==> src/hw/dctd_pkg.sv <==
// Constants and carrier types for the duty-cycle thermometer decoder
package dctd_pkg;
  localparam int          CLK_HZ       = 20_000_000;
  localparam int          COUNT_HZ     = 1_000_000;
  localparam logic [7:0]  PRESC_LOAD   = 8'(CLK_HZ / COUNT_HZ - 1);
  localparam int          STAGE_W      = 8;
  localparam int          CNT_W        = 2 * STAGE_W;
  localparam logic [15:0] CNT_FULL     = 16'hffff;
  localparam int          MAX_PHASE_MS = 32;
  localparam int          QUO_W        = 11;
  localparam logic [10:0] TEMP_SCALE   = 11'h640;
  localparam logic [15:0] TEMP_OFFSET  = 16'h03ac;
  localparam logic [3:0]  DIV_LAST     = 4'h0;
  localparam logic [3:0]  DIV_FIRST    = 4'ha;

  typedef enum logic [1:0] {ST_IDLE, ST_COUNT, ST_CAPTURE, ST_CLEAR} dctd_state_t;

  typedef struct packed {
    logic [15:0] high_period;
    logic [15:0] low_period;
    logic        level;
    logic        edge_pulse;
    logic        error;
    logic        valid;
  } dctd_meas_t;

  typedef struct packed {
    logic signed [15:0] temp;
    logic               temp_valid;
    logic               done;
  } dctd_temp_t;
endpackage

==> src/hw/dctd_decoder.sv <==
// Duty-cycle thermometer decoder: sync, phase counter, capture and temperature
`timescale 1ns/1ps
module dctd_decoder (
  input  wire logic            sys_clk,
  input  wire logic            rst_b,
  input  wire logic            sensor_flag_input,
  output dctd_pkg::dctd_meas_t meas,
  output dctd_pkg::dctd_temp_t temp
);
  import dctd_pkg::*;

  typedef struct packed {
    logic [2:0]  sync;
    logic        primed;
    logic        lvl;
    logic [7:0]  presc;
    logic        tick;
    logic [7:0]  cnt_hi;
    logic [7:0]  cnt_lo;
    logic        got_hi;
    logic        got_lo;
    logic        div_go;
    dctd_state_t st;
    dctd_meas_t  out;
  } dctd_top_state_t;

  dctd_top_state_t s_q, s_d;
  logic            evt;
  logic [15:0]     elapsed;
  dctd_temp_t      temp_w;

  // One 8-bit down stage; returns borrow-out in the top bit
  function automatic logic [8:0] stage_dec(input logic [7:0] v, input logic en);
    stage_dec = en ? {(v == 8'h00), v - 8'h01} : {1'b0, v};
  endfunction

  always_comb begin
    logic [8:0] lo_n;
    logic [8:0] hi_n;
    lo_n    = '0;
    hi_n    = '0;
    s_d     = s_q;
    evt     = 1'b0;
    elapsed = CNT_FULL - {s_q.cnt_hi, s_q.cnt_lo};
    s_d.out.edge_pulse = 1'b0;
    s_d.div_go         = 1'b0;
    s_d.tick           = 1'b0;

    // Three stages; first flop only feeds the second
    s_d.sync = {s_q.sync[1:0], sensor_flag_input};
    if (s_q.sync[1] == s_q.sync[2]) begin
      if (!s_q.primed) begin
        // Reset level of the sync chain (low) is taken as is; a pin high at power-up then counts as an edge
        s_d.primed = 1'b1;
        s_d.lvl    = s_q.sync[2];
      end else if (s_q.sync[2] != s_q.lvl) begin
        s_d.lvl = s_q.sync[2];
        evt     = 1'b1;
      end
    end
    if (evt) begin
      s_d.out.edge_pulse = 1'b1;
    end
    s_d.out.level = s_d.lvl;

    case (s_q.st)
      ST_IDLE: begin
        if (evt) begin
          s_d.st = ST_CLEAR;
        end
      end
      ST_COUNT: begin
        if (s_q.presc == 8'h00) begin
          s_d.presc = PRESC_LOAD;
          s_d.tick  = 1'b1;
        end else begin
          s_d.presc = s_q.presc - 8'h01;
        end
        // Saturate at full scale so a dead sensor cannot wrap to a short count
        if (s_q.tick && {s_q.cnt_hi, s_q.cnt_lo} != 16'h0000) begin
          lo_n       = stage_dec(s_q.cnt_lo, 1'b1);
          hi_n       = stage_dec(s_q.cnt_hi, lo_n[8]);
          s_d.cnt_lo = lo_n[7:0];
          s_d.cnt_hi = hi_n[7:0];
        end
        if (elapsed[CNT_W-1]) begin
          s_d.out.error = 1'b1;
        end
        if (evt) begin
          s_d.st = ST_CAPTURE;
        end
      end
      ST_CAPTURE: begin
        // New level low means the high phase just ended
        if (!s_q.lvl) begin
          s_d.out.high_period = elapsed;
          s_d.got_hi          = 1'b1;
        end else begin
          s_d.out.low_period = elapsed;
          s_d.got_lo         = 1'b1;
        end
        // A clean phase clears a stale error; set above still wins in count
        s_d.out.error = elapsed[CNT_W-1];
        s_d.out.valid = s_d.got_hi && s_d.got_lo;
        s_d.div_go    = s_d.got_hi && s_d.got_lo;
        s_d.st        = ST_CLEAR;
      end
      ST_CLEAR: begin
        s_d.cnt_hi = CNT_FULL[15:8];
        s_d.cnt_lo = CNT_FULL[7:0];
        s_d.presc  = PRESC_LOAD;
        s_d.st     = ST_COUNT;
      end
      default: begin
        s_d.st = ST_IDLE;
      end
    endcase
  end

  always_ff @(posedge sys_clk) begin
    if (!rst_b) begin
      s_q <= '0;
    end else begin
      s_q <= s_d;
    end
  end

  // Both counts kept at once, divider reads them while they stand
  dctd_ratio_div u_div (
    .sys_clk (sys_clk),
    .rst_b   (rst_b),
    .start   (s_q.div_go),
    .high_in (s_q.out.high_period),
    .low_in  (s_q.out.low_period),
    .result  (temp_w)
  );

  assign meas = s_q.out;
  assign temp = temp_w;
endmodule

==> src/hw/dctd_ratio_div.sv <==
// Sequential ratio divider producing the 14.2 temperature value
`timescale 1ns/1ps
module dctd_ratio_div (
  input  wire logic           sys_clk,
  input  wire logic           rst_b,
  input  wire logic           start,
  input  wire logic [15:0]    high_in,
  input  wire logic [15:0]    low_in,
  output dctd_pkg::dctd_temp_t result
);
  import dctd_pkg::*;

  typedef struct packed {
    logic        busy;
    logic [3:0]  step;
    logic [27:0] rem;
    logic [15:0] div;
    logic [10:0] quo;
    dctd_temp_t  res;
  } dctd_div_state_t;

  dctd_div_state_t s_q, s_d;
  logic [27:0]     trial;

  always_comb begin
    s_d          = s_q;
    s_d.res.done = 1'b0;
    trial        = 28'(s_q.div) << s_q.step;
    if (!s_q.busy) begin
      if (start) begin
        // Scale 400 by 4 so the quotient already carries two fraction bits
        s_d.busy = 1'b1;
        s_d.step = DIV_FIRST;
        s_d.rem  = 28'(high_in) * 28'(TEMP_SCALE);
        s_d.div  = low_in;
        s_d.quo  = '0;
      end
    end else begin
      // Only 11 quotient bits: ratio below 0.7 keeps 1600*ratio under 2048
      if (s_q.rem >= trial) begin
        s_d.rem = s_q.rem - trial;
        s_d.quo = s_q.quo | (11'h001 << s_q.step);
      end
      if (s_q.step == DIV_LAST) begin
        s_d.busy           = 1'b0;
        s_d.res.temp       = $signed(TEMP_OFFSET - 16'(s_d.quo));
        s_d.res.temp_valid = 1'b1;
        s_d.res.done       = 1'b1;
      end else begin
        s_d.step = s_q.step - 4'h1;
      end
    end
  end

  always_ff @(posedge sys_clk) begin
    if (!rst_b) begin
      s_q <= '0;
    end else begin
      s_q <= s_d;
    end
  end

  assign result = s_q.res;
endmodule
==> config.mk <==
export PLATFORM = sky130hd
export DESIGN_NAME = dctd_decoder
export DESIGN_NICKNAME = d
export VERILOG_FILES = /design/src/hw/dctd_pkg.sv /design/src/hw/dctd_decoder.sv /design/src/hw/dctd_ratio_div.sv
export SDC_FILE = /design/constraint.sdc
export NUM_CORES = 1
export LEC_CHECK = 0
export BUFFER_PORTS_ARGS = -buffer_cell sky130_fd_sc_hd__buf_2
export CORE_MARGIN = 4
export CORE_UTILIZATION = 50
export DETAILED_ROUTE_END_ITERATION = 12
export PLACE_DENSITY = 0.69
export SYNTH_ARGS = -nofsm -noshare
export SYNTH_HDL_FRONTEND = slang
export SYNTH_SLANG_ARGS = --single-unit
==> constraint.sdc <==
create_clock -name sys_clk -period 5.32 [get_ports sys_clk]
set_input_delay 0.532 -clock sys_clk [delete_from_list [all_inputs] [get_ports sys_clk]]
set_output_delay 0.532 -clock sys_clk [all_outputs]
set_load 0.01 [all_outputs]
==> results.toml, run 1 <==
[run_status]
status = "complete, no violations"

[setup_path]
cp_common_cell = "buf_4"
worst-endpoint-arrival_ps = 5230
worstPathCellList = "buf_4, mux4_2, a21oi_1, or2_2, ha_1, a21o_1, a221oi_4, a211oi_2, nor4b_2, o31ai_4, buf_4, a31oi_1, nor3_2, or3_1, nand4_1"
worstSetupEndpointType = "flop"
critPathMaxFanout = 17
cp.required_ps = 5690
worst_setup_path_start_kind = "flop"
highest_cell_delay_on_the_worst_timing_path_ps = 760
slowest_library_cell_on_the_worst_path = "dfxtp_1"
critical_path_class = "reg -> reg"

[sta]
worstMarginPinSlew_ps = 1096
max_slew_headroom_at_the_worst_pin_pct = 26.67
setup_viol = 0
finalHoldViolations = 0
count_of_pins_over_their_slew_limit = 0
final.setup_skew_ps = 12.52
tightest_hold_margin_ps = 313.0
fmaxAchievable_ghz = 0.2057
final.setup.tns_ps = 0
grt_setup_unrepaired = "false"
post-route-period-util_pct = 91.38
period_minus_slack_ps = 4862

[route]
dr_total_vias = 8520
route.detailed.vias_per_inst = 5.688
dr.pass1.iters = 5
totalWireLength_mm = 24.47
drc_errors = 0
routedWlPerCell_um = 16.34
postRouteAntennaNets = 0
dr.first_iter.drc_count = 536

[place]
placed_cell_area_um2 = 10070
dp_cells = 1466
number_of_port_buffers = 56
gpl.final_weighted_congestion = 0.9116
post-dp-hpwl_mm = 17.95

[clocking]
htree_levels = 4
post_cts_clock_slew_at_the_launch_and_capture_registers_of_the_worst_setup_and_hold_paths_ps = 70
cts_post_setup_buffers_inserted = 0
cts_hold_buf = 0
ctsResizeCount = 0
ctsLongestPathBuffers = 2
cts_tree = "yes"
clock_sinks = 144
tritoncts.num_buffers = 17
clock_latency_ps = 420
clk_root_buffer_cell = "clkbuf_16"

[die]
coreArea_um2 = 19590
die_w_um = 149.4
placementRows = 51
number_of_placed_i_o_pins = 57
die_height_um = 149.4
die_area_um2 = 22310
start_util_pct = 51.01

[yosys]
top_cells_by_area_synth = "dfxtp_1 (29%), ha_1 (12%), nor2_1 (5.5%)"
synth-seq-area-share_pct = 28.85
postSynthRegisterBits = 144
synth-edff-count = 0
synth_area_per_cell_um2 = 8.026
yosys_warnings = 0
synth.lib_cells_used.distinct = 83
synth_top_area_cell = "dfxtp_1"
syn-cell-area_um2 = 9992
postSynth.topFlopCell = "dfxtp_1"
mappedNetlistNets = 1352
yosys.area.top_type_share_pct = 28.85
async_flop_share_pct = 0
syn-instance-count = 1245

[finish]
fillerInstances = 1880
final_net_count = 1327
final-instance-count-excl-fill = 1498
ratio_of_cells_with_drive_above_1_in_the_final_layout_pct = 12.00
ff_latch_area_um2 = 2883
post-route-cell-area_um2 = 10670
area.growth.synth_to_final_pct = 6.762
multi_input_area_um2 = 6177
antenna_cells = 0
utilization_pct = 54.45

[grt]
first_pass_grt_wire_length_mm = 40.25
globalRouteTotalUtil_pct = 22.23
grt_antenna_before_repair = 0
maximum_number_of_pins_on_one_net_before_global_route_repair = 56
overflow_left_after_global_routing = 0
first_global_vias = 7868

[hold_path]
min-delay-path-class = "in -> reg"

[run]
timing.max_cap.violations = 0

[power]
p_leak_nw = 4.595
power_per_unit_of_standard_cell_area_nw_per_um2 = 219.1
vdd_ir_drop_max_mv = 0.1960
placed cells by master (no fill, tap or decap), drive strengths merged, types with 5 or more instances in the layout:
master and count:
nor3b 5, o211ai 6, clkinv 7, dfxtp 144, nor2b 8, xnor2 36
ha 92, buf 70, clkbuf 17, a211oi 29, nand2b 11, nand3 30
nor3 33, a31oi 24, nand4 5, and3 9, a21o 17, inv 82
o21bai 5, or2 6, a21oi 110, xor2 12, mux2i 12, nand2 131
mux4 8, nor4 8, o21ai 56, fa 12, o31ai 7, nor2 147
a311oi 6, or3 7, a22oi 10, and2 9
critical path, delay by kind of cell (launching register included):
family | cells | cell delay, ps
adder cells (fa/ha/maj) | 1 | 270
flip-flops | 1 | 760
buffers and inverters | 2 | 500
AO/OA/AOI/OAI | 6 | 1650
AND/OR/NAND/NOR | 5 | 1100
multiplexers | 1 | 520
kinds of logic (layout without fill, tap and decap cells):
family | count (synthesis) | in the layout | share of synthesized area, %
multiplexers | 24 | 24 | 3.456
XOR/XNOR | 48 | 48 | 4.207
AO/OA/AOI/OAI | 311 | 311 | 20.90
flip-flops | 144 | 144 | 28.85
AND/OR/NAND/NOR | 423 | 423 | 19.31
adder cells (fa/ha/maj) | 104 | 104 | 13.92
buffers and inverters | 191 | 179 | 9.354
area by class of cell:
class                      instances  share of cell area (%)
timing repair buffer              70                   3.612
clock buffer                      17                   3.988
multi-input combinational        910                   57.91
sequential                       144                   27.02
clock inverter                    15                   1.642
tap                              265                   3.108
inverter                          77                   2.721
metal layers:
| layer | track usage, % | wire length (um) | up-vias |
|---|---|---|---|
| met5 | 0 | 0 | - |
| met4 | 7.277 | 693 | 0 |
| met3 | 3.525 | 1051 | 48 |
| met2 | 34.89 | 11070 | 240 |
| met1 | 31.34 | 11660 | 3940 |
| li1 | - | - | 4292 |
synthesized netlist by cell type, types with 17 or more instances:
| cell type | instances |
|---|---|
| a211oi_1 | 28 |
| a21o_1 | 17 |
| a21oi_1 | 109 |
| a31oi_1 | 18 |
| buf_4 | 55 |
| clkbuf_1 | 48 |
| dfxtp_1 | 144 |
| ha_1 | 92 |
| inv_1 | 74 |
| nand2_1 | 131 |
| nand3_1 | 30 |
| nor2_1 | 147 |
| nor3_1 | 32 |
| o21ai_0 | 51 |
| xnor2_1 | 36 |
state kept, by name, indices dropped and copies added (netlist names):
| signal | cells |
|---|---|
| u_div.s_q | 60 |
| s_d | 2 |
| meas | 36 |
| s_q | 32 |
| u_div.result | 14 |
metrics by stage:
step	worst slack (ps)	power, mW
detailed placement	490.4	1.152
global placement	562.6	1.152
finish	458.4	2.337
global route	67.15	2.410
CTS	467.4	2.359
floorplan	632.1	1.141
power breakdown:
group | total (mW) | internal [mW] | leakage (nW) | switching (mW)
registers | 1.08 | 1.08 | 1.16 | 0.00385
clock network | 1.21 | 0.670 | 0.288 | 0.539
logic | 0.0429 | 0.0115 | 3.15 | 0.0314
total | 2.34 | 1.76 | 4.59 | 0.575
path summary, 6_finish.rpt:
check	from	endpoint	slack (ps)	depth (start not counted)
max	u_div.s_q[73]$_SDFFE_PN0P_	u_div.result[12]$_SDFFE_PN0P_	460	15
max reg2reg	u_div.s_q[73]$_SDFFE_PN0P_	u_div.result[12]$_SDFFE_PN0P_	460	15
min	sensor_flag_input	s_d[69]$_SDFF_PN0_	310	2
min reg2reg	s_d[69]$_SDFF_PN0_	s_d[70]$_SDFF_PN0_	430	1
(Power assumes the default switching activity.)
==> run 2: changes to the inputs <==
--- a/config.mk
+++ b/config.mk
@@ -10,6 +10,7 @@
 export CORE_UTILIZATION = 50
 export DETAILED_ROUTE_END_ITERATION = 12
 export PLACE_DENSITY = 0.69
+export REMOVE_ABC_BUFFERS = 1
 export SYNTH_ARGS = -nofsm -noshare
 export SYNTH_HDL_FRONTEND = slang
 export SYNTH_SLANG_ARGS = --single-unit
==> results.toml, run 2 (same netlist as run 1, synthesis figures left out) <==
[sta]
period_minus_slack_ps = 4848
final.setup.tns_ps = 0
grt_setup_unrepaired = "false"
worstMarginPinSlew_ps = 1096
max_slew_headroom_at_the_worst_pin_pct = 26.69
tightest_hold_margin_ps = 312.7
setup_viol = 0
final.setup_skew_ps = 10.54
fmaxAchievable_ghz = 0.2063
count_of_pins_over_their_slew_limit = 0
post-route-period-util_pct = 91.14
finalHoldViolations = 0

[finish]
fillerInstances = 1863
ff_latch_area_um2 = 2883
final_net_count = 1329
multi_input_area_um2 = 6177
largest-register = "u_div.s_q"
ratio_of_cells_with_drive_above_1_in_the_final_layout_pct = 11.92
area.growth.synth_to_final_pct = 6.887
most_frequent_cells_in_the_layout = "nor2_1 (147), dfxtp_1 (144), nand2_1 (131), a21oi_1 (109), ha_1 (92)"
antenna_cells = 0
largest_register_ffs = 60
layout_commonest_cell = "nor2_1"
utilization_pct = 54.52

[clocking]
ctsLongestPathBuffers = 2
clk_root_buffer_cell = "clkbuf_16"
cts_tree = "yes"
htree_levels = 4
cts_hold_buf = 0
tritoncts.num_buffers = 17
post_cts_clock_slew_at_the_launch_and_capture_registers_of_the_worst_setup_and_hold_paths_ps = 60
clock_latency_ps = 420
cts_post_setup_buffers_inserted = 0
clock_sinks = 144
ctsResizeCount = 0

[power]
vdd_ir_drop_max_mv = 0.2088
power_per_unit_of_standard_cell_area_nw_per_um2 = 221.6
report.power.total_mw = 2.367
p_leak_nw = 4.607

[route]
postRouteAntennaNets = 0
dr.pass1.iters = 5
totalWireLength_mm = 24.46
dr.first_iter.drc_count = 498
dr_total_vias = 8525
drc_errors = 0
routedWlPerCell_um = 16.33
route.detailed.vias_per_inst = 5.691

[place]
gpl.final_weighted_congestion = 0.9880
post-dp-hpwl_mm = 17.80
number_of_port_buffers = 56

[grt]
first_pass_grt_wire_length_mm = 40.10
maximum_number_of_pins_on_one_net_before_global_route_repair = 88
first_global_vias = 7868
grt_antenna_before_repair = 0
globalRouteTotalUtil_pct = 22.12
overflow_left_after_global_routing = 0

[run]
timing.max_cap.violations = 0

[setup_path]
reg2reg_setup_slack_ps = 470
number_of_cells_on_the_worst_reg_to_reg_path = 16
critPathMaxFanout = 15
timing.rr.start = "u_div.s_q[73]$_SDFFE_PN0P_"
worstSetupEndpointType = "flop"
worst_setup_path_start_kind = "flop"
cp.required_ps = 5680
crit_start = "u_div.s_q[73]$_SDFFE_PN0P_"
terminus_of_the_critical_flop_to_flop_path = "u_div.result[12]$_SDFFE_PN0P_"
critical_path_class = "reg -> reg"
worst-endpoint-arrival_ps = 5210
critical_path_sink = "u_div.result[12]$_SDFFE_PN0P_"

[die]
placementRows = 51
start_util_pct = 51.01
die_area_um2 = 22310
die_w_um = 149.4
coreArea_um2 = 19590
die_height_um = 149.4
number_of_placed_i_o_pins = 57

[run_status]
status = "complete, no violations"

[hold_path]
min-delay-path-class = "in -> reg"
[run 2: changes by cell type in the layout (fill, tap and decap cells not counted), sizes merged]
cell / change
buf: +2
bufinv: +2
clkbuf: +2
clkinv: -2
clkinvlp: -1
inv: -3
[run 2: cell type report]
| cell class | instances | share of cell area, % |
|---|---|---|
| flip-flops and latches | 144 | 26.99 |
| inverters | 77 | 2.718 |
| multi-input cells | 910 | 57.84 |
| clock inverters | 11 | 1.453 |
| repair buffers | 72 | 3.749 |
| clock buffers | 19 | 4.147 |
| well taps | 265 | 3.105 |
[run 2: worst min-delay path by stage]
stage	startpoint	to	depth (start not counted)
floorplan	s_d[69]$_SDFF_PN0_	s_d[70]$_SDFF_PN0_	1
detailed placement	s_d[69]$_SDFF_PN0_	s_d[70]$_SDFF_PN0_	1
global placement	s_d[69]$_SDFF_PN0_	s_d[70]$_SDFF_PN0_	1
global route	sensor_flag_input	s_d[69]$_SDFF_PN0_	2
finish	sensor_flag_input	s_d[69]$_SDFF_PN0_	2
CTS	sensor_flag_input	s_d[69]$_SDFF_PN0_	2
[run 2: critical path, stage by stage (launching register included)]
cell and delay [ps]:
dfxtp_1 720, buf_4 300, mux4_2 530, mux2i_1 210
nor2_1 60, a21oi_1 130, ha_1 310, and3_1 190
o21ai_0 310, a21oi_1 140, nor4b_2 360, o31ai_4 140
buf_4 240, a31oi_2 330, o21ai_2 180, or4_1 540
nand4_1 100
[run 2: metal layers]
metal,wire [um],up-vias,track usage [%]
met4,457,0,6.087
met5,0,-,0
met1,11670,4041,30.72
met3,1126,28,4.376
met2,11200,189,35.20
li1,-,4267,-
[run 2: power by group]
group          total [mW]  internal, mW  leakage [nW]  switching (mW)
registers            1.09          1.08          1.16         0.00387
logic              0.0435        0.0115          3.16          0.0321
clock network        1.24         0.752         0.291           0.486
total                2.37          1.84          4.61           0.522
[run 2: metrics by stage]
stage | std cells | cell area, um^2 | worst slack, ps
after floorplan | 1131 | 9346 | 598.1
after global placement | 1468 | 10080 | 620.0
after detailed placement | 1468 | 10080 | 562.3
after CTS | 1498 | 10680 | 527.8
after global routing | 1498 | 10680 | 160.1
final | 1498 | 10680 | 471.6
==> run 3: changes to the inputs <==
==> constraint.sdc (replaced) <==
create_clock -name sys_clk -period 6.2 [get_ports sys_clk]
set_input_delay 0.62 -clock sys_clk [delete_from_list [all_inputs] [get_ports sys_clk]]
set_output_delay 0.62 -clock sys_clk [all_outputs]
set_load 0.01 [all_outputs]
==> results.toml, run 3 (same netlist as run 1, synthesis figures left out) <==
[route]
dr_total_vias = 8417
dr.pass1.iters = 5
dr.first_iter.drc_count = 614
route.detailed.vias_per_inst = 5.638
drc_errors = 0
totalWireLength_mm = 24.13
postRouteAntennaNets = 0
routedWlPerCell_um = 16.16

[finish]
layout_commonest_cell = "nor2_1"
multi_input_area_um2 = 6177
ff_latch_area_um2 = 2883
most_frequent_cells_in_the_layout = "nor2_1 (147), dfxtp_1 (144), nand2_1 (131), a21oi_1 (109), ha_1 (92)"
final_net_count = 1323
fillerInstances = 1851
area.growth.synth_to_final_pct = 6.850
ratio_of_cells_with_drive_above_1_in_the_final_layout_pct = 11.64
largest_register_ffs = 60
antenna_cells = 0
final-instance-count-excl-fill = 1493
largest-register = "u_div.s_q"

[die]
number_of_placed_i_o_pins = 57
die_area_um2 = 22310
die_w_um = 149.4
placementRows = 51
coreArea_um2 = 19590
start_util_pct = 51.01
die_height_um = 149.4

[sta]
period_minus_slack_ps = 5611
finalHoldViolations = 0
max_slew_headroom_at_the_worst_pin_pct = 28.92
post-route-period-util_pct = 90.50
setup_viol = 0
final.setup.tns_ps = 0
worstMarginPinSlew_ps = 1062
fmaxAchievable_ghz = 0.1782
grt_setup_unrepaired = "false"
final.setup_skew_ps = 10.18
count_of_pins_over_their_slew_limit = 0

[clocking]
ctsLongestPathBuffers = 2
ctsResizeCount = 0
post_cts_clock_slew_at_the_launch_and_capture_registers_of_the_worst_setup_and_hold_paths_ps = 70
cts_post_setup_buffers_inserted = 0
tritoncts.num_buffers = 17
htree_levels = 4
clock_sinks = 144
clk_root_buffer_cell = "clkbuf_16"
clock_latency_ps = 430
cts_hold_buf = 0
cts_tree = "yes"

[setup_path]
critical_path_class = "reg -> reg"
critical_path_sink = "u_div.result[12]$_SDFFE_PN0P_"
number_of_cells_on_the_worst_reg_to_reg_path = 16
cp.required_ps = 6510
worst_setup_path_start_kind = "flop"
critPathMaxFanout = 28
worstSetupEndpointType = "flop"
crit_start = "u_div.s_q[74]$_SDFFE_PN0P_"
reg2reg_setup_slack_ps = 590
timing.rr.start = "u_div.s_q[74]$_SDFFE_PN0P_"
terminus_of_the_critical_flop_to_flop_path = "u_div.result[12]$_SDFFE_PN0P_"
worst-endpoint-arrival_ps = 5920

[power]
p_leak_nw = 4.598
power_per_unit_of_standard_cell_area_nw_per_um2 = 195.8
vdd_ir_drop_max_mv = 0.1754

[grt]
grt_antenna_before_repair = 0
gr-usage-met1_pct = 31.57
maximum_number_of_pins_on_one_net_before_global_route_repair = 92
first_global_vias = 7885
grt_use_met3_pct = 4.163
overflow_left_after_global_routing = 0
globalRouteTotalUtil_pct = 22.06
first_pass_grt_wire_length_mm = 40.10
grt.met2_usage_pct = 34.05
most_used_layer_global_route = "met2"

[run_status]
status = "complete, no violations"

[hold_path]
min-delay-path-class = "in -> reg"

[place]
gpl.final_weighted_congestion = 0.9209
number_of_port_buffers = 56
dp_cells = 1462
post-dp-hpwl_mm = 17.68

[run]
timing.max_cap.violations = 0
run 3: stage by stage:
| step | hold slack [ps] | worst slack, ps | cell area (um^2) | utilization (%) | power, mW |
|---|---|---|---|---|---|
| 2_1_floorplan | 411.8 | 1478 | 9346 | - | 0.9734 |
| 3_3_place_gp | 414.4 | 902.2 | 10040 | 51.24 | 0.9885 |
| 3_5_place_dp | 429.1 | 653.9 | 10040 | 51.24 | 0.9889 |
| 4_1_cts | 385.5 | 661.5 | 10680 | 54.50 | 2.103 |
| 5_1_grt | 389.5 | 65.77 | 10680 | 54.50 | 2.148 |
| 6_report | 394.6 | 589.0 | 10680 | 54.50 | 2.091 |
run 3: cell type report:
type	count	area share, %
Inverter	77	2.719
Clock inverter	13	1.875
Tap cell	265	3.106
Sequential cell	144	27.00
Clock buffer	18	4.113
Timing Repair Buffer	66	3.328
Multi-Input combinational cell	910	57.86
run 3: critical path, cell delays in order (launching register included):
cell and delay [ps]:
dfxtp_1 990, mux2i_1 230, a21oi_1 360, mux2i_1 150, nand2_1 90, o21ai_0 120, ha_1 520, and4_1 280
nand3_1 170, a211oi_2 270, nor4b_2 90, o31ai_4 800, a31oi_1 270, ha_1 330, nor4_1 540, or4_1 200
nand4_1 80
run 3: worst min path at each step:
stage                  startpoint  slack, ps  cells after the start                  to
2_1_floorplan  s_d[69]$_SDFF_PN0_        410                      1  s_d[70]$_SDFF_PN0_
3_3_place_gp   s_d[69]$_SDFF_PN0_        410                      1  s_d[70]$_SDFF_PN0_
3_5_place_dp   s_d[69]$_SDFF_PN0_        430                      1  s_d[70]$_SDFF_PN0_
4_1_cts         sensor_flag_input        390                      2  s_d[69]$_SDFF_PN0_
5_1_grt         sensor_flag_input        390                      2  s_d[69]$_SDFF_PN0_
6_report        sensor_flag_input        390                      2  s_d[69]$_SDFF_PN0_
run 3: metal layers:
| layer | vias to the layer above | wire, um | part of all wire [%] |
|---|---|---|---|
| li1 | 4259 | - | - |
| met5 | - | 0 | 0 |
| met1 | 3930 | 11730 | 49 |
| met4 | 0 | 436 | 1.8 |
| met2 | 203 | 10840 | 45 |
| met3 | 25 | 1123 | 4.7 |
run 3: report_power, final:
part / leakage [nW] / internal (mW) / switching (mW)
sequential: 1.16 / 0.928 / 0.00333
combinational: 3.13 / 0.00978 / 0.0275
clock: 0.310 / 0.692 / 0.431
total: 4.60 / 1.63 / 0.462
